File: config.mk
export PLATFORM = sky130hd
export DESIGN_NAME = cno_nmt_pdo_slave
export DESIGN_NICKNAME = d
export VERILOG_FILES = /design/src/inc/cno_pkg.sv /design/src/verilog/cno_pdo_map.sv /design/src/verilog/cno_nmt_pdo_slave.sv
export SDC_FILE = /design/constraint.sdc
export NUM_CORES = 2
export LEC_CHECK = 0
export ABC_AREA = 1
export BUFFER_PORTS_ARGS = -buffer_cell sky130_fd_sc_hd__buf_2
export CORE_UTILIZATION = 45
export CTS_CLUSTER_SIZE = 10
export DETAILED_ROUTE_END_ITERATION = 16
export GPL_ROUTABILITY_DRIVEN = 0
export PLACE_DENSITY = 0.65
export SETUP_SLACK_MARGIN = 0.2
export SLEW_MARGIN = 30
export SYNTH_ARGS = -nofsm -noshare
export SYNTH_HDL_FRONTEND = slang
export SYNTH_HIERARCHICAL = 1
export SYNTH_SLANG_ARGS = --single-unit
File: constraint.sdc
create_clock -name core_clk_in -period 8.4 [get_ports core_clk_in]
set_input_delay 0.84 -clock core_clk_in [delete_from_list [all_inputs] [get_ports core_clk_in]]
set_output_delay 0.84 -clock core_clk_in [all_outputs]
set_load 0.05 [all_outputs]
File: src/inc/cno_pkg.sv
// Constants and carrier types for the CANopen slave node.
// Assumes one 25 MHz clock and a CAN controller moving whole frames.
//
// Overview of operation
// Four stable node states, init to stopped
// Power-up enters initializing without any command
// Initializing ends by moving to pre-operational
// Reset-application phase, then reset-communication phase
// Start command: pre-op or stopped to operational
// Stop to stopped; enter-preop from oper/stopped
// Reset commands honoured from any stable state
// Node control on identifier 0, address byte 1
// Specifiers 01, 02, 80, 81, 82 decoded
// Commands executed at once, never answered
// Service data only in pre-op and operational
// Objects gated by node state per table
// One boot-up frame on entering pre-operational; code sends it only after reset-communication, not on the enter-preop command
// Heartbeat only; node guarding not supported
// Heartbeat sent every configured producer interval
// Consumer timeout raises heartbeat error event
// Network holds exactly one master
// Process data carries 1 to 8 bytes, unacknowledged
// Type 0: send on SYNC if data changed
// Type N: send every N SYNC messages
// Types 254, 255: send on change or event
// Payload concatenates mapped objects in list order
// Own or zero address only; unknown specifiers ignored
// Identifier, type, inhibit, event timer govern sending
// Emergency on error, code zero once cleared
package cno_pkg;

    // Timebase: a 100 us tick, ten ticks per millisecond
    localparam int CLK_NS = 40;
    localparam int TICK_NS = 100000;
    localparam int TICK_CYC = (TICK_NS + CLK_NS - 1) / CLK_NS;
    localparam int MS_TICKS = 10;

    // Frame identifiers
    localparam logic [10:0] COB_NMT = 11'h000;
    localparam logic [10:0] COB_SYNC = 11'h080;
    localparam logic [10:0] COB_EMCY_BASE = 11'h080;
    localparam logic [10:0] COB_SDO_RX_BASE = 11'h600;
    localparam logic [10:0] COB_HB_BASE = 11'h700;

    // Node control command specifiers
    localparam logic [7:0] CS_START = 8'h01;
    localparam logic [7:0] CS_STOP = 8'h02;
    localparam logic [7:0] CS_PREOP = 8'h80;
    localparam logic [7:0] CS_RST_APP = 8'h81;
    localparam logic [7:0] CS_RST_COMM = 8'h82;

    // State byte carried by boot-up and heartbeat frames
    localparam logic [7:0] HB_BOOT = 8'h00;
    localparam logic [7:0] HB_STOPPED = 8'h04;
    localparam logic [7:0] HB_OPER = 8'h05;
    localparam logic [7:0] HB_PREOP = 8'h7F;

    // Transmission types
    localparam logic [7:0] TT_SYNC_ACYC = 8'h00;
    localparam logic [7:0] TT_SYNC_MAX = 8'hF0;
    localparam logic [7:0] TT_EVT_MFR = 8'hFE;
    localparam logic [7:0] TT_EVT_DEV = 8'hFF;

    // Emergency error register value while an error stands
    localparam logic [7:0] ERR_REG_GENERIC = 8'h01;

    // Mapping geometry
    localparam int MAP_N = 4;
    localparam int OBJ_W = 32;
    localparam int FRAME_BYTES = 8;

    // Node state, one-hot
    typedef enum logic [4:0] {
        ST_RST_APP = 5'b00001,
        ST_RST_COMM = 5'b00010,
        ST_PREOP = 5'b00100,
        ST_OPER = 5'b01000,
        ST_STOPPED = 5'b10000
    } cno_nmt_t;

    // One CAN data frame
    typedef struct packed {
        logic [10:0] cob_id;
        logic [3:0] dlc;
        logic [63:0] data;
    } cno_frame_t;

    // Node and heartbeat configuration
    typedef struct packed {
        logic [6:0] node_id;
        logic [15:0] hb_prod_ms;
        logic [15:0] hb_cons_ms;
        logic [6:0] hb_cons_node;
    } cno_nmt_cfg_t;

    // Transmit process data communication parameters
    typedef struct packed {
        logic [10:0] cob_id;
        logic [7:0] trans_type;
        logic [15:0] inhibit;
        logic [15:0] event_ms;
    } cno_pdo_comm_t;

    // One mapping entry and the whole mapping list
    typedef struct packed {
        logic [1:0] obj_sel;
        logic [5:0] len_bits;
    } cno_map_ent_t;

    typedef struct packed {
        logic [2:0] count;
        cno_map_ent_t [MAP_N-1:0] ent;
    } cno_pdo_map_t;

endpackage

File: src/verilog/cno_pdo_map.sv
// Process data payload packer: mapped objects concatenated in list order.
// Assumes objects are stable application values on the core clock.
`timescale 1ns/1ns
module cno_pdo_map
(
    // Mapping and object values
    input wire cno_pkg::cno_pdo_map_t map_in,
    input wire logic [cno_pkg::MAP_N-1:0][cno_pkg::OBJ_W-1:0] objects_in,
    // Packed payload
    output logic [63:0] data_out,
    output logic [3:0] dlc_out
);

    // Running bit offset and accumulated payload per entry
    logic [7:0] off [0:cno_pkg::MAP_N];
    logic [63:0] acc [0:cno_pkg::MAP_N];
    logic [7:0] bytes_w;

    assign off[0] = 8'h00;
    assign acc[0] = 64'h0;

    // Each entry lands right after the previous one, low bits first
    genvar i;
    generate
        for (i = 0; i < cno_pkg::MAP_N; i++)
        begin : g_ent
            logic [5:0] len;
            logic [63:0] obj;
            logic [63:0] mask;
            // Entries past the count contribute nothing
            assign len = (3'(i) >= map_in.count) ? 6'h00 :
                (map_in.ent[i].len_bits > 6'(cno_pkg::OBJ_W)) ?
                6'(cno_pkg::OBJ_W) : map_in.ent[i].len_bits;
            assign mask = (64'h1 << len) - 64'h1;
            assign obj = {32'h0, objects_in[map_in.ent[i].obj_sel]} & mask;
            // Bits beyond 64 fall off; software keeps the sum in range
            assign acc[i+1] = acc[i] | (obj << off[i]);
            assign off[i+1] = off[i] + {2'b00, len};
        end
    endgenerate

    // Length in bytes, rounded up and held to 1..8
    assign bytes_w = (off[cno_pkg::MAP_N] + 8'h07) >> 3;
    assign dlc_out = (bytes_w == 8'h00) ? 4'h1 :
        (bytes_w > 8'(cno_pkg::FRAME_BYTES)) ? 4'(cno_pkg::FRAME_BYTES) :
        bytes_w[3:0];
    assign data_out = acc[cno_pkg::MAP_N];

endmodule

File: src/verilog/cno_nmt_pdo_slave.sv
// CANopen slave node: states, node control, heartbeat, process data.
// Assumes received frames arrive as one-cycle strobes on the core clock
// and the CAN controller takes frames by valid and ready.
`timescale 1ns/1ns
module cno_nmt_pdo_slave
(
    // Clock and reset
    input wire logic core_clk_in,
    input wire logic reset_n_in,
    // Configuration
    input wire cno_pkg::cno_nmt_cfg_t cfg_in,
    input wire cno_pkg::cno_pdo_comm_t tpdo_comm_in,
    input wire cno_pkg::cno_pdo_map_t tpdo_map_in,
    input wire logic [10:0] rpdo_cob_in,
    // Application data and events
    input wire logic [cno_pkg::MAP_N-1:0][cno_pkg::OBJ_W-1:0] objects_in,
    input wire logic event_in,
    input wire logic error_in,
    input wire logic [15:0] error_code_in,
    // Received frames
    input wire logic rx_valid_in,
    input wire cno_pkg::cno_frame_t rx_frame_in,
    // Transmit frames
    output logic tx_valid_out,
    output cno_pkg::cno_frame_t tx_frame_out,
    input wire logic tx_ready_in,
    // Status and gates
    output cno_pkg::cno_nmt_t nmt_state_out,
    output logic sdo_enable_out,
    output logic sync_enable_out,
    output logic pdo_enable_out,
    output logic error_state_out,
    output logic hb_error_out,
    output logic sdo_req_out,
    output logic rpdo_valid_out,
    output logic [63:0] rpdo_data_out
);

    // Whole module state
    typedef struct packed {
        cno_pkg::cno_nmt_t nmt;
        logic boot_pend;
        logic emcy_pend;
        logic hb_pend;
        logic pdo_pend;
        logic [15:0] emcy_code;
        logic err;
        logic err_prev;
        logic [11:0] tick_cnt;
        logic [3:0] ms_cnt;
        logic [15:0] hb_prod_cnt;
        logic [15:0] hb_cons_cnt;
        logic hb_armed;
        logic hb_err;
        logic [7:0] sync_cnt;
        logic [15:0] inhibit_cnt;
        logic [15:0] evt_cnt;
        logic [63:0] last_data;
        logic tx_valid;
        cno_pkg::cno_frame_t tx_frame;
        logic sdo_req;
        logic rpdo_valid;
        logic [63:0] rpdo_data;
    } cno_slv_state_t;

    cno_slv_state_t s_q; // Registered state
    cno_slv_state_t s_d; // Next state

    // Packed payload from the mapping
    logic [63:0] map_data;
    logic [3:0] map_dlc;

    // State class decodes; st_init covers either reset phase
    logic st_init, st_preop, st_oper;

    // Timebase strobes
    logic tick; // Every 100 us
    logic ms; // Every millisecond

    // Received frame decodes
    logic [7:0] rx_cs;
    logic [6:0] rx_addr;
    logic nmt_hit, sync_hit, hb_rx_hit, sdo_hit, rpdo_hit;

    // Transmit process data decodes
    logic [7:0] tt;
    logic tt_sync_n, tt_event, changed, evt_expire;
    logic [7:0] hb_state;

    // Payload packing
    cno_pdo_map u_map
    (
        .map_in(tpdo_map_in),
        .objects_in(objects_in),
        .data_out(map_data),
        .dlc_out(map_dlc)
    );

    // State classes
    assign st_init = (s_q.nmt == cno_pkg::ST_RST_APP) ||
        (s_q.nmt == cno_pkg::ST_RST_COMM);
    assign st_preop = (s_q.nmt == cno_pkg::ST_PREOP);
    assign st_oper = (s_q.nmt == cno_pkg::ST_OPER);

    // Free-running timebase
    assign tick = (s_q.tick_cnt == 12'(cno_pkg::TICK_CYC - 1));
    assign ms = tick && (s_q.ms_cnt == 4'(cno_pkg::MS_TICKS - 1));

    // Node control frame: specifier in byte 0, address in byte 1
    assign rx_cs = rx_frame_in.data[7:0];
    assign rx_addr = rx_frame_in.data[14:8];
    assign nmt_hit = rx_valid_in && (rx_frame_in.cob_id == cno_pkg::COB_NMT)
        && (rx_frame_in.dlc >= 4'h2) && !rx_frame_in.data[15]
        && ((rx_addr == cfg_in.node_id) || (rx_addr == 7'h00))
        && !st_init;

    // SYNC counts only in pre-operational and operational
    assign sync_hit = rx_valid_in && (rx_frame_in.cob_id == cno_pkg::COB_SYNC)
        && (st_preop || st_oper);

    // Heartbeat from the monitored producer
    assign hb_rx_hit = rx_valid_in && (rx_frame_in.dlc != 4'h0)
        && (rx_frame_in.cob_id ==
        (cno_pkg::COB_HB_BASE + {4'h0, cfg_in.hb_cons_node}));

    // Service data request, refused outside pre-op and operational
    assign sdo_hit = rx_valid_in && (st_preop || st_oper)
        && (rx_frame_in.cob_id ==
        (cno_pkg::COB_SDO_RX_BASE + {4'h0, cfg_in.node_id}));

    // Received process data, used only while operational
    assign rpdo_hit = rx_valid_in && st_oper
        && (rx_frame_in.cob_id == rpdo_cob_in)
        && (rx_frame_in.dlc != 4'h0)
        && (rx_frame_in.dlc <= 4'(cno_pkg::FRAME_BYTES));

    // Transmission type classes
    assign tt = tpdo_comm_in.trans_type;
    assign tt_sync_n = (tt != cno_pkg::TT_SYNC_ACYC)
        && (tt <= cno_pkg::TT_SYNC_MAX);
    assign tt_event = (tt == cno_pkg::TT_EVT_MFR)
        || (tt == cno_pkg::TT_EVT_DEV);
    assign changed = (map_data != s_q.last_data);
    assign evt_expire = ms && (tpdo_comm_in.event_ms != 16'h0000)
        && (s_q.evt_cnt + 16'h0001 >= tpdo_comm_in.event_ms);

    // State byte for heartbeat frames
    always_comb
    begin
        unique case (s_q.nmt)
            cno_pkg::ST_OPER: hb_state = cno_pkg::HB_OPER;
            cno_pkg::ST_STOPPED: hb_state = cno_pkg::HB_STOPPED;
            cno_pkg::ST_PREOP: hb_state = cno_pkg::HB_PREOP;
            default: hb_state = cno_pkg::HB_BOOT;
        endcase
    end

    // Next state of the whole node
    always_comb
    begin
        s_d = s_q;
        s_d.hb_err = 1'b0;
        s_d.sdo_req = sdo_hit;
        s_d.rpdo_valid = rpdo_hit;
        if (rpdo_hit)
            s_d.rpdo_data = rx_frame_in.data;
        // Timebase counters
        s_d.tick_cnt = tick ? 12'h000 : s_q.tick_cnt + 12'h001;
        if (tick)
            s_d.ms_cnt = ms ? 4'h0 : s_q.ms_cnt + 4'h1;
        // Node state machine
        unique case (s_q.nmt)
            cno_pkg::ST_RST_APP:
            begin
                // Application phase done, go on to communication
                s_d.nmt = cno_pkg::ST_RST_COMM;
                s_d.err = 1'b0;
            end
            cno_pkg::ST_RST_COMM:
            begin
                // Communication phase done, enter pre-operational
                s_d.nmt = cno_pkg::ST_PREOP;
                s_d.boot_pend = 1'b1;
            end
            cno_pkg::ST_PREOP, cno_pkg::ST_OPER, cno_pkg::ST_STOPPED:
                // Commands act at once; nothing is sent back
                if (nmt_hit)
                    unique case (rx_cs)
                        cno_pkg::CS_START:
                            s_d.nmt = cno_pkg::ST_OPER;
                        cno_pkg::CS_STOP:
                            s_d.nmt = cno_pkg::ST_STOPPED;
                        cno_pkg::CS_PREOP:
                            s_d.nmt = cno_pkg::ST_PREOP;
                        cno_pkg::CS_RST_APP:
                            s_d.nmt = cno_pkg::ST_RST_APP;
                        cno_pkg::CS_RST_COMM:
                            s_d.nmt = cno_pkg::ST_RST_COMM;
                        default:
                            s_d.nmt = s_q.nmt;
                    endcase
            default:
                // Corrupted code: restart the node cleanly
                s_d.nmt = cno_pkg::ST_RST_APP;
        endcase
        // Transmit slot: taken by the controller, then refilled
        if (s_q.tx_valid && tx_ready_in)
            s_d.tx_valid = 1'b0;
        else if (!s_q.tx_valid)
        begin
            // Boot-up first, then emergency, heartbeat, process data
            if (s_q.boot_pend)
            begin
                s_d.tx_valid = 1'b1;
                s_d.boot_pend = 1'b0;
                s_d.tx_frame = '{cno_pkg::COB_HB_BASE +
                    {4'h0, cfg_in.node_id}, 4'h1, 64'h0};
            end
            else if (s_q.emcy_pend)
            begin
                s_d.tx_valid = 1'b1;
                s_d.emcy_pend = 1'b0;
                s_d.tx_frame = '{cno_pkg::COB_EMCY_BASE +
                    {4'h0, cfg_in.node_id}, 4'h8, {40'h0,
                    (s_q.err ? cno_pkg::ERR_REG_GENERIC : 8'h00),
                    s_q.emcy_code}};
            end
            else if (s_q.hb_pend)
            begin
                s_d.tx_valid = 1'b1;
                s_d.hb_pend = 1'b0;
                s_d.tx_frame = '{cno_pkg::COB_HB_BASE +
                    {4'h0, cfg_in.node_id}, 4'h1,
                    {56'h0, hb_state}};
            end
            else if (s_q.pdo_pend)
            begin
                // Snapshot the payload so later changes are seen
                s_d.tx_valid = 1'b1;
                s_d.pdo_pend = 1'b0;
                s_d.tx_frame = '{tpdo_comm_in.cob_id, map_dlc,
                    map_data};
                s_d.last_data = map_data;
                s_d.inhibit_cnt = tpdo_comm_in.inhibit;
                s_d.evt_cnt = 16'h0000;
            end
        end
        // Heartbeat producer, counted in milliseconds
        if (st_init || (cfg_in.hb_prod_ms == 16'h0000))
            s_d.hb_prod_cnt = 16'h0000;
        else if (ms)
            if (s_q.hb_prod_cnt + 16'h0001 >= cfg_in.hb_prod_ms)
            begin
                s_d.hb_prod_cnt = 16'h0000;
                s_d.hb_pend = 1'b1;
            end
            else
                s_d.hb_prod_cnt = s_q.hb_prod_cnt + 16'h0001;
        // Heartbeat consumer, armed by the first heartbeat seen
        if (st_init || (cfg_in.hb_cons_ms == 16'h0000))
        begin
            s_d.hb_armed = 1'b0;
            s_d.hb_cons_cnt = 16'h0000;
        end
        else if (hb_rx_hit)
        begin
            s_d.hb_armed = 1'b1;
            s_d.hb_cons_cnt = 16'h0000;
        end
        else if (s_q.hb_armed && ms)
            if (s_q.hb_cons_cnt + 16'h0001 >= cfg_in.hb_cons_ms)
            begin
                // One event per silence; next heartbeat re-arms
                s_d.hb_err = 1'b1;
                s_d.hb_armed = 1'b0;
            end
            else
                s_d.hb_cons_cnt = s_q.hb_cons_cnt + 16'h0001;
        // Emergency on both edges of error_in, queued only in pre-op or operational
        s_d.err_prev = error_in;
        if (!st_init && error_in && !s_q.err_prev)
        begin
            s_d.err = 1'b1;
            s_d.emcy_code = error_code_in;
            s_d.emcy_pend = st_preop || st_oper || s_q.emcy_pend;
        end
        else if (!st_init && !error_in && s_q.err_prev)
        begin
            s_d.err = 1'b0;
            s_d.emcy_code = 16'h0000;
            s_d.emcy_pend = st_preop || st_oper || s_q.emcy_pend;
        end
        // Inhibit time in 100 us units
        if (tick && (s_q.inhibit_cnt != 16'h0000))
            s_d.inhibit_cnt = s_q.inhibit_cnt - 16'h0001;
        // Event timer in milliseconds, restarted when it expires
        if (!tt_event || evt_expire || (tpdo_comm_in.event_ms == 16'h0000))
            s_d.evt_cnt = 16'h0000;
        else if (ms)
            s_d.evt_cnt = s_q.evt_cnt + 16'h0001;
        // Transmit process data triggers, operational only
        if (!st_oper)
        begin
            s_d.pdo_pend = 1'b0;
            s_d.sync_cnt = 8'h00;
        end
        else if ((tt == cno_pkg::TT_SYNC_ACYC) && sync_hit && changed)
            s_d.pdo_pend = 1'b1;
        else if (tt_sync_n && sync_hit)
        begin
            if (s_q.sync_cnt + 8'h01 >= tt)
            begin
                s_d.sync_cnt = 8'h00;
                s_d.pdo_pend = 1'b1;
            end
            else
                s_d.sync_cnt = s_q.sync_cnt + 8'h01;
        end
        // Inhibit holds back a data-change send; an event_in pulse or timer expiry during it is dropped
        else if (tt_event && (changed || event_in || evt_expire)
            && (s_q.inhibit_cnt == 16'h0000))
            s_d.pdo_pend = 1'b1;
        // Either reset phase clears the communication side
        if (st_init)
        begin
            s_d.emcy_pend = 1'b0;
            s_d.hb_pend = 1'b0;
            s_d.pdo_pend = 1'b0;
            s_d.tx_valid = 1'b0;
            s_d.inhibit_cnt = 16'h0000;
            s_d.evt_cnt = 16'h0000;
            s_d.last_data = 64'h0;
        end
    end

    // State register; reset starts the initializing sequence
    always_ff @(posedge core_clk_in)
    begin
        if (!reset_n_in)
            s_q <= '{nmt: cno_pkg::ST_RST_APP, default: '0};
        else
            s_q <= s_d;
    end

    // Outputs, all from the state register
    assign tx_valid_out = s_q.tx_valid;
    assign tx_frame_out = s_q.tx_frame;
    assign nmt_state_out = s_q.nmt;
    assign sdo_enable_out = st_preop || st_oper;
    assign sync_enable_out = st_preop || st_oper;
    assign pdo_enable_out = st_oper;
    assign error_state_out = s_q.err;
    assign hb_error_out = s_q.hb_err;
    assign sdo_req_out = s_q.sdo_req;
    assign rpdo_valid_out = s_q.rpdo_valid;
    assign rpdo_data_out = s_q.rpdo_data;

endmodule

==> results.toml <==
[critical_path]
critPathBufInv = 9
crit_top_cell = "nand2_1"
crit_required_ps = 8830
cp_slowest_stage_delay_ps = 470
cp.arrival_ps = 7880
crit_path_end_kind = "flop"
crit_slowest_cell = "clkinvlp_4"
cp_max_fo = 25
start_kind = "input port"
crit_type = "input port to flop"
crit_family = "simple AND/OR/NAND/NOR gates"

[floorplanning]
die_h_um = 289
num_io_pins = 528
core-area_um2 = 81100
fp.dieW_um = 289
initial_core_util_pct = 45.8
die_area_um2 = 83600
std_cell_rows = 104

[power]
leakagePower_nw = 19.9
powerDensity_nw_per_um2 = 173
ir_drop_uv = 127

[cts]
clock_latency_ps = 540
cts_tree = "built"
clock_sinks = 327
clk_path_buf_depth = 3
postCtsSetupBuffers = 0
clk_pin_slew_worst_paths_ps = 50
cts_root_buffer = "clkbuf_16"
cts_buffers = 39
hold_buffers = 0
htreeDepth = 2

[drt]
drcViolationCount = 0
wire_per_inst_um = 20.5
vias = 45752
dr.pass1.iters = 13
via_per_inst = 5.87
drt_wl_total_um = 160000
ant_nets = 0
drtIter0Drc = 6658

[final_layout]
nNetsFinal = 7186
drive_gt1_share_pct = 12.8
post-route-cell-area_um2 = 39900
layout_common_cells = "nand2_1, nand3_1, inv_1"
layout_commonest_cell = "nand2_1"
area_growth_pct = 7.59

[synth]
yosysUniqueCellTypes = 75
synth_edf_count = 0
ys_seq_area_share_pct = 17.6
avgSynthCellArea_um2 = 5.63
synthFlopType = "dfxtp_1"
synth_fp_nets = 7054
yosys-top-cells-area = "dfxtp_1, nand2_1, nand3_1"
netlist_area_um2 = 37100
yosysWarnings = 6
post-synth-top-area-fraction_pct = 17.6
synth-seq-cells = 327
async_flop_share_pct = 0
netlist_instances = 6589
yosysTopAreaCell = "dfxtp_1"

[sta]
max-slew-margin-rel_pct = 18.2
setup_tns_ps = 0
max_freq_mhz = 134
setup_viol = 0
final_max_slew_viol_count = 0
clock_skew_ps = 18.2
rsz0062_at_grt = "no"
post-route-period-util_pct = 88.8
worst_slew_pin_slew_ps = 1210
period_needed_ps = 7460
finalHoldViolations = 0

[global_route]
grt_pass1_wl_um = 238000
grt_usage_pct = 36.6
grt_pass1_vias = 40333
antenna_found_initial = 15
grt_max_degree = 116
grt_overflow = 0

[min_path]
hold_path.class = "flop to flop"

[place]
place_area_um2 = 38800
place_hpwl_um = 126000
numPortBuffers = 527

[status]
status = "completed"

[flow_run]
maxCapViolations = 0
-- cell type report --
cell class	instances	area (um^2)
Fill cell	8751	41100
Multi-Input combinational cell	5023	25100
Sequential cell	327	6550
Timing Repair Buffer	578	3020
Inverter	752	2850
Tap cell	1060	1330
Clock buffer	47	1060
Clock inverter	3	30.0
Antenna cell	5	12.5
-- timing repair --
item,in CTS,in global routing
setup endpoints to repair,0,1
endpoints found under the hold margin,0,0
gates resized for setup,0,1
-- per-layer routing --
layer	up-vias	GRT usage, %	share of wire, %
met5	-	0	0.11
met4	18	19.5	6.7
met3	628	12.9	13
met2	2777	54.5	41
met1	20428	46.0	38
li1	21901	-	-
-- power by group --
group	leakage (nW)	total [mW]	internal, mW	switching, mW
combinational	16.7	3.72	0.967	2.75
sequential	2.64	1.64	1.60	0.0366
clock	0.535	1.54	0.877	0.659
total	19.9	6.89	3.45	3.45
-- synth_stat cells (62+ instances only) --
| master | instances |
|---|---|
| buf_4 | 158 |
| ha_1 | 91 |
| nor3_1 | 62 |
| dfxtp_1 | 327 |
| inv_1 | 692 |
| nand4_1 | 195 |
| nor2_1 | 606 |
| o21ai_1 | 104 |
| nand2_1 | 1665 |
| xor2_1 | 87 |
| nand3_1 | 890 |
| a21oi_1 | 520 |
| buf_2 | 80 |
| clkbuf_1 | 165 |
| o21ai_0 | 376 |
-- worst paths after layout --
check / from / to / slack, ps / depth (start not counted)
setup / recovery: tpdo_map_in[34] / s_q[318] / 940 / 46
hold / removal: rpdo_data_out[30] / rpdo_data_out[30] / 440 / 2
setup reg to reg: s_q[318] / tx_frame_out[32] / 4020 / 9
hold reg to reg: rpdo_data_out[30] / rpdo_data_out[30] / 440 / 2
-- cells by family after synthesis --
kind of cell             share of synthesized area (%)
AND/OR/NAND/NOR                                   43.9
buffers and inverters                             15.0
AO/OA/AOI/OAI                                     17.1
flip-flops                                        17.6
XOR/XNOR                                          3.14
adder cells (fa/ha/maj)                           3.18
multiplexers                                    0.0540
-- per-stage QoR --
stage | worst slack (ps) | instances | utilization, % | total power, mW | hold slack [ps]
floorplan | 1810 | 6589 | - | 4.13 | 424
global placement | 692 | 7740 | 47.9 | 5.18 | 429
detailed placement | 529 | 7740 | 47.9 | 5.20 | 433
CTS | 1070 | 7790 | 49.2 | 6.75 | 442
global route | 428 | 7791 | 49.2 | 7.26 | 454
finish | 944 | 7795 | 49.2 | 6.89 | 438
-- flip-flops by register name, summed over array words and instances (netlist names), 5 cells and up --
signal,count
s_q,174
tx_frame_out,79
rpdo_data_out,64
nmt_state_out,5
-- worst register-to-register path, stage by stage (launching register included) --
cell and delay, ps:
dfxtp_1 860, inv_2 60, nor2_2 510, inv_2 190, nor2_4 740, clkinv_2 560
buf_4 540, nor2_1 620, inv_1 90, a21oi_1 140
Note: power is estimated with default switching activity, not from simulation.
